$ cat src/rtl/ccrf_params.svh
// register offsets, field positions, reset values and timing constants of the control map
`ifndef CCRF_PARAMS_SVH
`define CCRF_PARAMS_SVH

// ---------------------------------------------------------------
// register offsets
// ---------------------------------------------------------------
`define CCRF_OFS_INLIM 8'h00
`define CCRF_OFS_CTRL0 8'h01
`define CCRF_OFS_ICHG 8'h02

// ---------------------------------------------------------------
// reset values
// ---------------------------------------------------------------
`define CCRF_RST_INLIM 8'h17
`define CCRF_RST_CTRL0 8'h1a
`define CCRF_RST_ICHG 8'h91
`define CCRF_RD_UNMAPPED 8'h00

// ---------------------------------------------------------------
// field positions
// ---------------------------------------------------------------
`define CCRF_INLIM_HIZ 7
`define CCRF_INLIM_CODE_HI 4
`define CCRF_CTRL0_PULSE_SKIP_DISABLE 7
`define CCRF_CTRL0_WD_KICK 6
`define CCRF_CTRL0_BOOST_EN 5
`define CCRF_CTRL0_CHG_EN 4
`define CCRF_CTRL0_SYSMIN_HI 3
`define CCRF_CTRL0_SYSMIN_LO 1
`define CCRF_CTRL0_BST_EXIT 0
`define CCRF_ICHG_CODE_HI 5

// ---------------------------------------------------------------
// input limit codes and scale
// ---------------------------------------------------------------
`define CCRF_INLIM_STEP_MA 12'h064
`define CCRF_INLIM_OFFSET_MA 12'h064
`define CCRF_INLIM_CODE_PSEL_HI 5'h04
`define CCRF_INLIM_CODE_PSEL_LO 5'h17

// ---------------------------------------------------------------
// minimum system voltage table in mV
// ---------------------------------------------------------------
`define CCRF_SYSMIN_0 12'ha28
`define CCRF_SYSMIN_1 12'haf0
`define CCRF_SYSMIN_2 12'hbb8
`define CCRF_SYSMIN_3 12'hc80
`define CCRF_SYSMIN_4 12'hd48
`define CCRF_SYSMIN_5 12'hdac
`define CCRF_SYSMIN_6 12'he10
`define CCRF_SYSMIN_7 12'he74

// ---------------------------------------------------------------
// watchdog interval
// ---------------------------------------------------------------
`define CCRF_CLK_HZ 40000000
`define CCRF_WD_TIME_S 40
`define CCRF_WD_CYCLES (`CCRF_WD_TIME_S * `CCRF_CLK_HZ)

`endif

$ cat src/rtl/ccrf_pkg.sv
// types shared by the charger control register block
package ccrf_pkg;

  // operating mode reported from the enable bits
  typedef enum logic [1:0] {
    CCRF_MODE_IDLE = 2'b00,
    CCRF_MODE_CHARGE = 2'b01,
    CCRF_MODE_BOOST = 2'b10
  } ccrf_mode_t;

  typedef logic [7:0] ccrf_byte_t;

endpackage

$ cat src/rtl/ccrf_regs.sv
// charger control register bank: input limit, control 0 and charge current registers
`timescale 1ns/1ps
`include "ccrf_params.svh"

// Notes on behaviour
// - input limit is weighted code plus 100 mA
// - input limit code defaults to 10111
// - detection done loads 500 mA or 2.4 A
// - host writes after detection take effect
// - bit 7 set disables pulse skipping
// - kick restarts watchdog, then self-clears
// - charge needs pin low, bit set, current nonzero
// - charge enable resets 1, boost 0
// - three-bit minimum system voltage table, reset 101
// - bit 0 selects boost exit battery floor
// - control register resets to 1a
// - charge current register resets to 91
// - high impedance bit idles buck, resets 0
module ccrf_regs #(
  parameter int WD_CYCLES = `CCRF_WD_CYCLES
) (
  input wire logic i_clk_sys,
  input wire logic i_nrst,
  input wire logic i_clk_en,
  input wire logic i_reg_rst_req,
  input wire logic [7:0] i_reg_addr,
  input wire logic i_reg_wr,
  input wire ccrf_pkg::ccrf_byte_t i_reg_wdata,
  input wire logic i_reg_rd,
  input wire logic i_src_det_done,
  input wire logic i_psel,
  input wire logic i_ce_n,
  input wire logic i_adapter_present,
  output ccrf_pkg::ccrf_byte_t o_reg_rdata,
  output logic [11:0] o_inlim_ma,
  output logic o_hiz,
  output logic o_pfm_enable,
  output logic o_charge_allow,
  output logic o_boost_allow,
  output ccrf_pkg::ccrf_mode_t o_mode,
  output logic [11:0] o_sysmin_mv,
  output logic o_bst_exit_sel,
  output logic [5:0] o_ichg_code,
  output logic o_wd_expired
);
  import ccrf_pkg::*;

  // ---------------------------------------------------------------
  // elaboration checks
  // ---------------------------------------------------------------
  if (WD_CYCLES < 2) begin : g_bad_wd
    $error("watchdog interval must be at least two cycles");
  end

  // ---------------------------------------------------------------
  // register state
  // ---------------------------------------------------------------
  ccrf_byte_t inlim_ff, nxt_inlim;
  ccrf_byte_t ctrl0_ff, nxt_ctrl0;
  ccrf_byte_t ichg_ff, nxt_ichg;
  ccrf_byte_t rdata_ff, nxt_rdata;
  logic [31:0] wd_cnt_ff, nxt_wd_cnt;
  logic wd_exp_ff, nxt_wd_exp;
  logic wr_inlim, wr_ctrl0, wr_ichg, wd_fire;

  // watchdog reload value, narrowed once
  localparam logic [31:0] WD_LOAD = 32'(WD_CYCLES - 1);
  localparam ccrf_byte_t WD_MASK_CTRL0 = ccrf_byte_t'((1 << `CCRF_CTRL0_WD_KICK)
    | (1 << `CCRF_CTRL0_BOOST_EN) | (1 << `CCRF_CTRL0_CHG_EN));
  localparam ccrf_byte_t WD_MASK_ICHG = ccrf_byte_t'((1 << (`CCRF_ICHG_CODE_HI + 1)) - 1);
  localparam ccrf_byte_t WD_MASK_INLIM = ccrf_byte_t'(1 << `CCRF_INLIM_HIZ);

  assign wr_inlim = i_reg_wr && (i_reg_addr == `CCRF_OFS_INLIM);
  assign wr_ctrl0 = i_reg_wr && (i_reg_addr == `CCRF_OFS_CTRL0);
  assign wr_ichg = i_reg_wr && (i_reg_addr == `CCRF_OFS_ICHG);
  assign wd_fire = (wd_cnt_ff == 32'h0);

  // ---------------------------------------------------------------
  // register next values
  // ---------------------------------------------------------------
  // priority: register reset, then watchdog restore, then detection, then host write
  always_comb begin
    nxt_inlim = inlim_ff;
    nxt_ctrl0 = ctrl0_ff;
    nxt_ichg = ichg_ff;
    // kick bit returns to 0 once the restart below has happened
    if (ctrl0_ff[`CCRF_CTRL0_WD_KICK]) begin
      nxt_ctrl0[`CCRF_CTRL0_WD_KICK] = 1'b0;
    end
    if (wr_inlim) begin
      nxt_inlim = i_reg_wdata;
    end
    if (wr_ctrl0) begin
      nxt_ctrl0 = i_reg_wdata;
    end
    if (wr_ichg) begin
      nxt_ichg = i_reg_wdata;
    end
    // detection result overrides a same-cycle host write of the code
    if (i_src_det_done) begin
      nxt_inlim[`CCRF_INLIM_CODE_HI:0] = i_psel ? `CCRF_INLIM_CODE_PSEL_HI
                                                : `CCRF_INLIM_CODE_PSEL_LO;
    end
    // expiry touches only the fields that follow the watchdog
    if (wd_fire) begin
      nxt_ctrl0 = (nxt_ctrl0 & ~WD_MASK_CTRL0) | (`CCRF_RST_CTRL0 & WD_MASK_CTRL0);
      nxt_ichg = (nxt_ichg & ~WD_MASK_ICHG) | (`CCRF_RST_ICHG & WD_MASK_ICHG);
      nxt_inlim = (nxt_inlim & ~WD_MASK_INLIM) | (`CCRF_RST_INLIM & WD_MASK_INLIM);
    end
    if (i_reg_rst_req) begin
      nxt_inlim = `CCRF_RST_INLIM;
      nxt_ctrl0 = `CCRF_RST_CTRL0;
      nxt_ichg = `CCRF_RST_ICHG;
    end
  end

  always_ff @(posedge i_clk_sys) begin
    if (i_clk_en && !i_nrst) begin // a frozen block ignores reset as well
      inlim_ff <= `CCRF_RST_INLIM;
      ctrl0_ff <= `CCRF_RST_CTRL0;
      ichg_ff <= `CCRF_RST_ICHG;
    end else if (i_clk_en) begin
      inlim_ff <= nxt_inlim;
      ctrl0_ff <= nxt_ctrl0;
      ichg_ff <= nxt_ichg;
    end
  end

  // ---------------------------------------------------------------
  // watchdog timer
  // ---------------------------------------------------------------
  // counts down; the host keeps it alive by kicking in time
  always_comb begin
    nxt_wd_cnt = wd_cnt_ff - 32'h1;
    nxt_wd_exp = wd_fire;
    if (ctrl0_ff[`CCRF_CTRL0_WD_KICK] || wd_fire || i_reg_rst_req) begin
      nxt_wd_cnt = WD_LOAD;
    end
  end

  always_ff @(posedge i_clk_sys) begin
    if (i_clk_en && !i_nrst) begin
      wd_cnt_ff <= WD_LOAD;
      wd_exp_ff <= 1'b0;
    end else if (i_clk_en) begin
      wd_cnt_ff <= nxt_wd_cnt;
      wd_exp_ff <= nxt_wd_exp;
    end
  end

  // ---------------------------------------------------------------
  // read port
  // ---------------------------------------------------------------
  // data registered one cycle after the read strobe, held until the next one
  always_comb begin
    nxt_rdata = rdata_ff;
    if (i_reg_rd) begin
      unique case (i_reg_addr)
        `CCRF_OFS_INLIM: nxt_rdata = inlim_ff;
        `CCRF_OFS_CTRL0: nxt_rdata = ctrl0_ff;
        `CCRF_OFS_ICHG: nxt_rdata = ichg_ff;
        default: nxt_rdata = `CCRF_RD_UNMAPPED;
      endcase
    end
  end

  always_ff @(posedge i_clk_sys) begin
    if (i_clk_en && !i_nrst) begin
      rdata_ff <= `CCRF_RD_UNMAPPED;
    end else if (i_clk_en) begin
      rdata_ff <= nxt_rdata;
    end
  end

  // ---------------------------------------------------------------
  // decoded controls
  // ---------------------------------------------------------------
  logic [11:0] inlim_ma_ff, nxt_inlim_ma;
  logic [11:0] sysmin_ff, nxt_sysmin;
  logic hiz_ff, nxt_hiz, pfm_ff, nxt_pfm, chg_ff, nxt_chg, bst_ff, nxt_bst;
  logic bexit_ff, nxt_bexit;
  logic [5:0] ichg_code_ff, nxt_ichg_code;
  ccrf_mode_t mode_ff, nxt_mode;
  logic chg_bit, bst_bit;

  assign chg_bit = ctrl0_ff[`CCRF_CTRL0_CHG_EN];
  assign bst_bit = ctrl0_ff[`CCRF_CTRL0_BOOST_EN];

  // decoded from the registered fields, so outputs trail a write by two cycles
  always_comb begin
    // weights 1600..100 mA are exactly code times the step; a ceiling, not a typical
    nxt_inlim_ma = 12'(inlim_ff[`CCRF_INLIM_CODE_HI:0] * `CCRF_INLIM_STEP_MA)
                   + `CCRF_INLIM_OFFSET_MA;
    nxt_hiz = inlim_ff[`CCRF_INLIM_HIZ];
    nxt_pfm = ~ctrl0_ff[`CCRF_CTRL0_PULSE_SKIP_DISABLE];
    nxt_ichg_code = ichg_ff[`CCRF_ICHG_CODE_HI:0];
    nxt_chg = ~i_ce_n && chg_bit && (nxt_ichg_code != 6'h00);
    nxt_bst = bst_bit;
    nxt_bexit = ctrl0_ff[`CCRF_CTRL0_BST_EXIT];
    unique case (ctrl0_ff[`CCRF_CTRL0_SYSMIN_HI:`CCRF_CTRL0_SYSMIN_LO])
      3'h0: nxt_sysmin = `CCRF_SYSMIN_0;
      3'h1: nxt_sysmin = `CCRF_SYSMIN_1;
      3'h2: nxt_sysmin = `CCRF_SYSMIN_2;
      3'h3: nxt_sysmin = `CCRF_SYSMIN_3;
      3'h4: nxt_sysmin = `CCRF_SYSMIN_4;
      3'h5: nxt_sysmin = `CCRF_SYSMIN_5;
      3'h6: nxt_sysmin = `CCRF_SYSMIN_6;
      3'h7: nxt_sysmin = `CCRF_SYSMIN_7;
    endcase
    // with both enables set, boost when the adapter is absent, charge when it is present and charging is allowed
    nxt_mode = CCRF_MODE_IDLE;
    if (i_adapter_present && nxt_chg) begin
      nxt_mode = CCRF_MODE_CHARGE;
    end else if (!i_adapter_present && bst_bit) begin
      nxt_mode = CCRF_MODE_BOOST;
    end
  end

  always_ff @(posedge i_clk_sys) begin
    if (i_clk_en && !i_nrst) begin
      inlim_ma_ff <= 12'h000;
      hiz_ff <= 1'b0;
      pfm_ff <= 1'b0;
      chg_ff <= 1'b0;
      bst_ff <= 1'b0;
      bexit_ff <= 1'b0;
      ichg_code_ff <= 6'h00;
      sysmin_ff <= 12'h000;
      mode_ff <= CCRF_MODE_IDLE;
    end else if (i_clk_en) begin
      inlim_ma_ff <= nxt_inlim_ma;
      hiz_ff <= nxt_hiz;
      pfm_ff <= nxt_pfm;
      chg_ff <= nxt_chg;
      bst_ff <= nxt_bst;
      bexit_ff <= nxt_bexit;
      ichg_code_ff <= nxt_ichg_code;
      sysmin_ff <= nxt_sysmin;
      mode_ff <= nxt_mode;
    end
  end

  // ---------------------------------------------------------------
  // outputs
  // ---------------------------------------------------------------
  assign o_reg_rdata = rdata_ff;
  assign o_inlim_ma = inlim_ma_ff;
  assign o_hiz = hiz_ff;
  assign o_pfm_enable = pfm_ff;
  assign o_charge_allow = chg_ff;
  assign o_boost_allow = bst_ff;
  assign o_mode = mode_ff;
  assign o_sysmin_mv = sysmin_ff;
  assign o_bst_exit_sel = bexit_ff;
  assign o_ichg_code = ichg_code_ff;
  assign o_wd_expired = wd_exp_ff;

endmodule

$ cat config.mk
export PLATFORM = sky130hd
export DESIGN_NAME = ccrf_regs
export DESIGN_NICKNAME = d
export VERILOG_FILES = /design/src/rtl/ccrf_pkg.sv /design/src/rtl/ccrf_regs.sv
export VERILOG_INCLUDE_DIRS = /design/src /design/src/rtl
export SDC_FILE = /design/constraint.sdc
export NUM_CORES = 1
export LEC_CHECK = 0
export BUFFER_PORTS_ARGS = -buffer_cell sky130_fd_sc_hd__buf_4
export CAP_MARGIN = 40
export CORE_ASPECT_RATIO = 1.5
export CORE_MARGIN = 10
export CORE_UTILIZATION = 57
export DETAILED_ROUTE_END_ITERATION = 6
export PLACE_DENSITY = 0.8
export REMOVE_ABC_BUFFERS = 1
export SYNTH_ARGS = -nofsm -noshare
export SYNTH_HDL_FRONTEND = slang
export SYNTH_SLANG_ARGS = --single-unit
$ cat constraint.sdc
create_clock -name i_clk_sys -period 3.5 [get_ports i_clk_sys]
set_input_delay 0.35 -clock i_clk_sys [delete_from_list [all_inputs] [get_ports i_clk_sys]]
set_output_delay 0.35 -clock i_clk_sys [all_outputs]
set_load 0.02 [all_outputs]
==> results.sh <==
export IMPL_yosys_area_share_simple_pct=19.9
export IMPL_final_cell_mix="dfxtp_1, buf_4, nand2_1, nor2_1, inv_1"
export IMPL_area_growth_syn_to_layout_pct=18.0
export IMPL_die_w_um=93.8
export IMPL_grt_max_degree=37
export IMPL_timing_setup_tns_ps=0
export IMPL_first_global_vias=4037
export IMPL_hold_depth=2
export IMPL_synth_area_per_cell_um2=9.12
export IMPL_power_density_mw_per_mm2=466
export IMPL_cts_root_buf="clkbuf_16"
export IMPL_antenna_found_initial=0
export IMPL_end_kind="flop"
export IMPL_maxCapViolCount=0
export IMPL_core_mm2=0.00801
export IMPL_p_int_mw=1.89
export IMPL_drv_slew=0
export IMPL_power_switching_mw=0.674
export IMPL_post_drt_wl_per_cell_um=16.8
export IMPL_reg2regPathDepth=11
export IMPL_hold_class="primary input to flop"
export IMPL_multi_input_area_mm2=0.00244
export IMPL_routed_wl_mm=11.5
export IMPL_fp_row_count=40
export IMPL_grt_use_total_pct=19.0
export IMPL_power_static_leakage_nw=2.24
export IMPL_ys_seq_area_share_pct=42.2
export IMPL_comb_power_share_pct=16.8
export IMPL_period_needed_ps=2760
export IMPL_synthAdderAreaFrac_pct=6.35
export IMPL_critPathMaxFanout=6
export IMPL_seqPwrFrac_pct=46.6
export IMPL_hold_violations=0
export IMPL_slew_headroom_pct=40.6
export IMPL_p_total_mw=2.56
export IMPL_synthDominantCellAreaShare_pct=42.2
export IMPL_crit_required_ps=3710
export IMPL_start_util_pct=58.1
export IMPL_synthTopCellsByArea="dfxtp_1, ha_1, xnor2_1"
export IMPL_ys_types=60
export IMPL_fill_cells=644
export IMPL_drtAntennaViolNets=0
export IMPL_gp_congestion=0.905
export IMPL_startpoint_type="flop"
export IMPL_regArea_mm2=0.00196
export IMPL_layout_nets=621
export IMPL_synthXorXnorAreaFrac_pct=7.15
export IMPL_swShare_pct=26.3
export IMPL_synthArstFlopShare_pct=0
export IMPL_cts_tree="done"
export IMPL_final_common_cell="dfxtp_1"
export IMPL_synth_top_family_by_area="simple AND/OR/NAND/NOR gates"
export IMPL_cts_max_level=3
export IMPL_synth_top_area_cell="dfxtp_1"
export IMPL_clock_latency_ps=340
export IMPL_route_detailed_drc=0
export IMPL_synth_compound_area_share_pct=15.5
export IMPL_cts_resized=0
export IMPL_syn_inst=510
export IMPL_holdBufCountCts=0
export IMPL_drive_gt1_share_pct=17.3
export IMPL_critPathArrivalTime_ps=2970
export IMPL_post_cts_buffers=0
export IMPL_final_core_util_pct=68.6
export IMPL_yosys_warnings=0
export IMPL_drt_iter0_drc=251
export IMPL_syn_cell_area_mm2=0.00465
export IMPL_synth_seq_cells=98
export IMPL_fmax_mhz=362
export IMPL_boundaryPins=72
export IMPL_peakVddDrop_mv=0.356
export IMPL_ys_flop_type="dfxtp_1"
export IMPL_pwr_share_clk_pct=36.6
export IMPL_status="complete, no violations"
export IMPL_grt_pass1_wl_mm=18.9
export IMPL_finalCritPeriodShare_pct=78.8
export IMPL_synth_edf_count=0
export IMPL_path_clk_slew_ps=70
export IMPL_cts_buffers=9
export IMPL_synth_mux_area_share_pct=3.25
export IMPL_dr_pass1_iters=4
export IMPL_dp_hpwl_mm=8.42
export IMPL_numClockSinks=98
export IMPL_critPathKind="flop to flop"
export IMPL_dieArea_mm2=0.0122
export IMPL_port_buffers=67
export IMPL_reg2reg_setup_slack_ps=740
export IMPL_num_antenna_cells=0
export IMPL_num_vias=3907
export IMPL_rsz0062_at_grt="no"
export IMPL_setup_viol=0
export IMPL_skew_ps=4.98
export IMPL_overflow=0
export IMPL_vias_per_cell=5.73
export IMPL_worstMarginPinSlew_ps=883
export IMPL_clock_path_buffers=2
export IMPL_die_h_um=131
## worst max-delay path: stages, from the launching register on
cell       delay (ps)
dfxtp_1           430
inv_1              70
ha_1              270
inv_1              40
ha_1              290
ha_1              290
ha_1              340
and3_1            180
a221oi_1          310
xnor2_1           190
xnor2_1           140
o2bb2ai_1          70
## Yosys cell counts, types with 14 or more instances
cell type  number
ha_1           22
clkbuf_1       14
mux2i_1        14
nor2_1         36
nand2_1        50
nand3_1        18
inv_1          31
xnor2_1        24
xor2_1         14
dfxtp_1        98
nor4_1         14
o21ai_0        27
## per-stage QoR
| stage | worst slack [ps] | instances | hold slack [ps] | instance area, um^2 |
|---|---|---|---|---|
| floorplan | 936 | 488 | 424 | 4530 |
| global placement | 856 | 665 | 436 | 5200 |
| detailed placement | 781 | 666 | 444 | 5210 |
| CTS | 751 | 682 | 233 | 5490 |
| global route | 600 | 682 | 245 | 5490 |
| finish | 741 | 682 | 242 | 5490 |
## power by group through the flow
stage               registers, mW  clock network [mW]  logic, mW
floorplan                    1.26                   0      0.216
global placement             1.22                   0      0.415
detailed placement           1.22                   0      0.431
CTS                          1.19               0.943      0.434
global route                 1.20               0.996      0.470
finish                       1.19               0.936      0.431
## final timing paths
path / start / end
hold / removal: i_reg_wdata[7] / ctrl0_ff[7]
setup reg to reg: inlim_ff[3] / o_inlim_ma[11]
hold reg to reg: ichg_ff[7] / ichg_ff[7]
setup / recovery: inlim_ff[3] / o_inlim_ma[11]
## sequential cells by signal, indices dropped and copies added (netlist names), 6 cells and up
register     count
inlim_ff         8
ctrl0_ff         8
o_reg_rdata      8
o_sysmin_mv     10
wd_cnt_ff       32
o_ichg_code      6
ichg_ff          8
o_inlim_ma      10
## kinds of logic after synthesis
logic type	count (synthesis)
AND/OR/NAND/NOR	174
buffers and inverters	58
flip-flops	98
XOR/XNOR	38
adder cells (fa/ha/maj)	23
multiplexers	15
other	1
AO/OA/AOI/OAI	103
## cell type report
cell class	instances	share of cell area [%]
inverters	33	2.26
repair buffers	73	9.98
flip-flops and latches	98	35.7
clock buffers	14	4.99
well taps	105	2.39
clock inverters	2	0.182
multi-input cells	357	44.5
## routing by layer
layer,vias up,GRT usage [%],wire [um]
li1,1927,-,-
met1,1868,19.6,4480
met5,-,0,0
met4,0,7.89,300
met2,87,35.5,6200
met3,25,4.40,498
No activity file was read; power rests on OpenSTA's default activity.
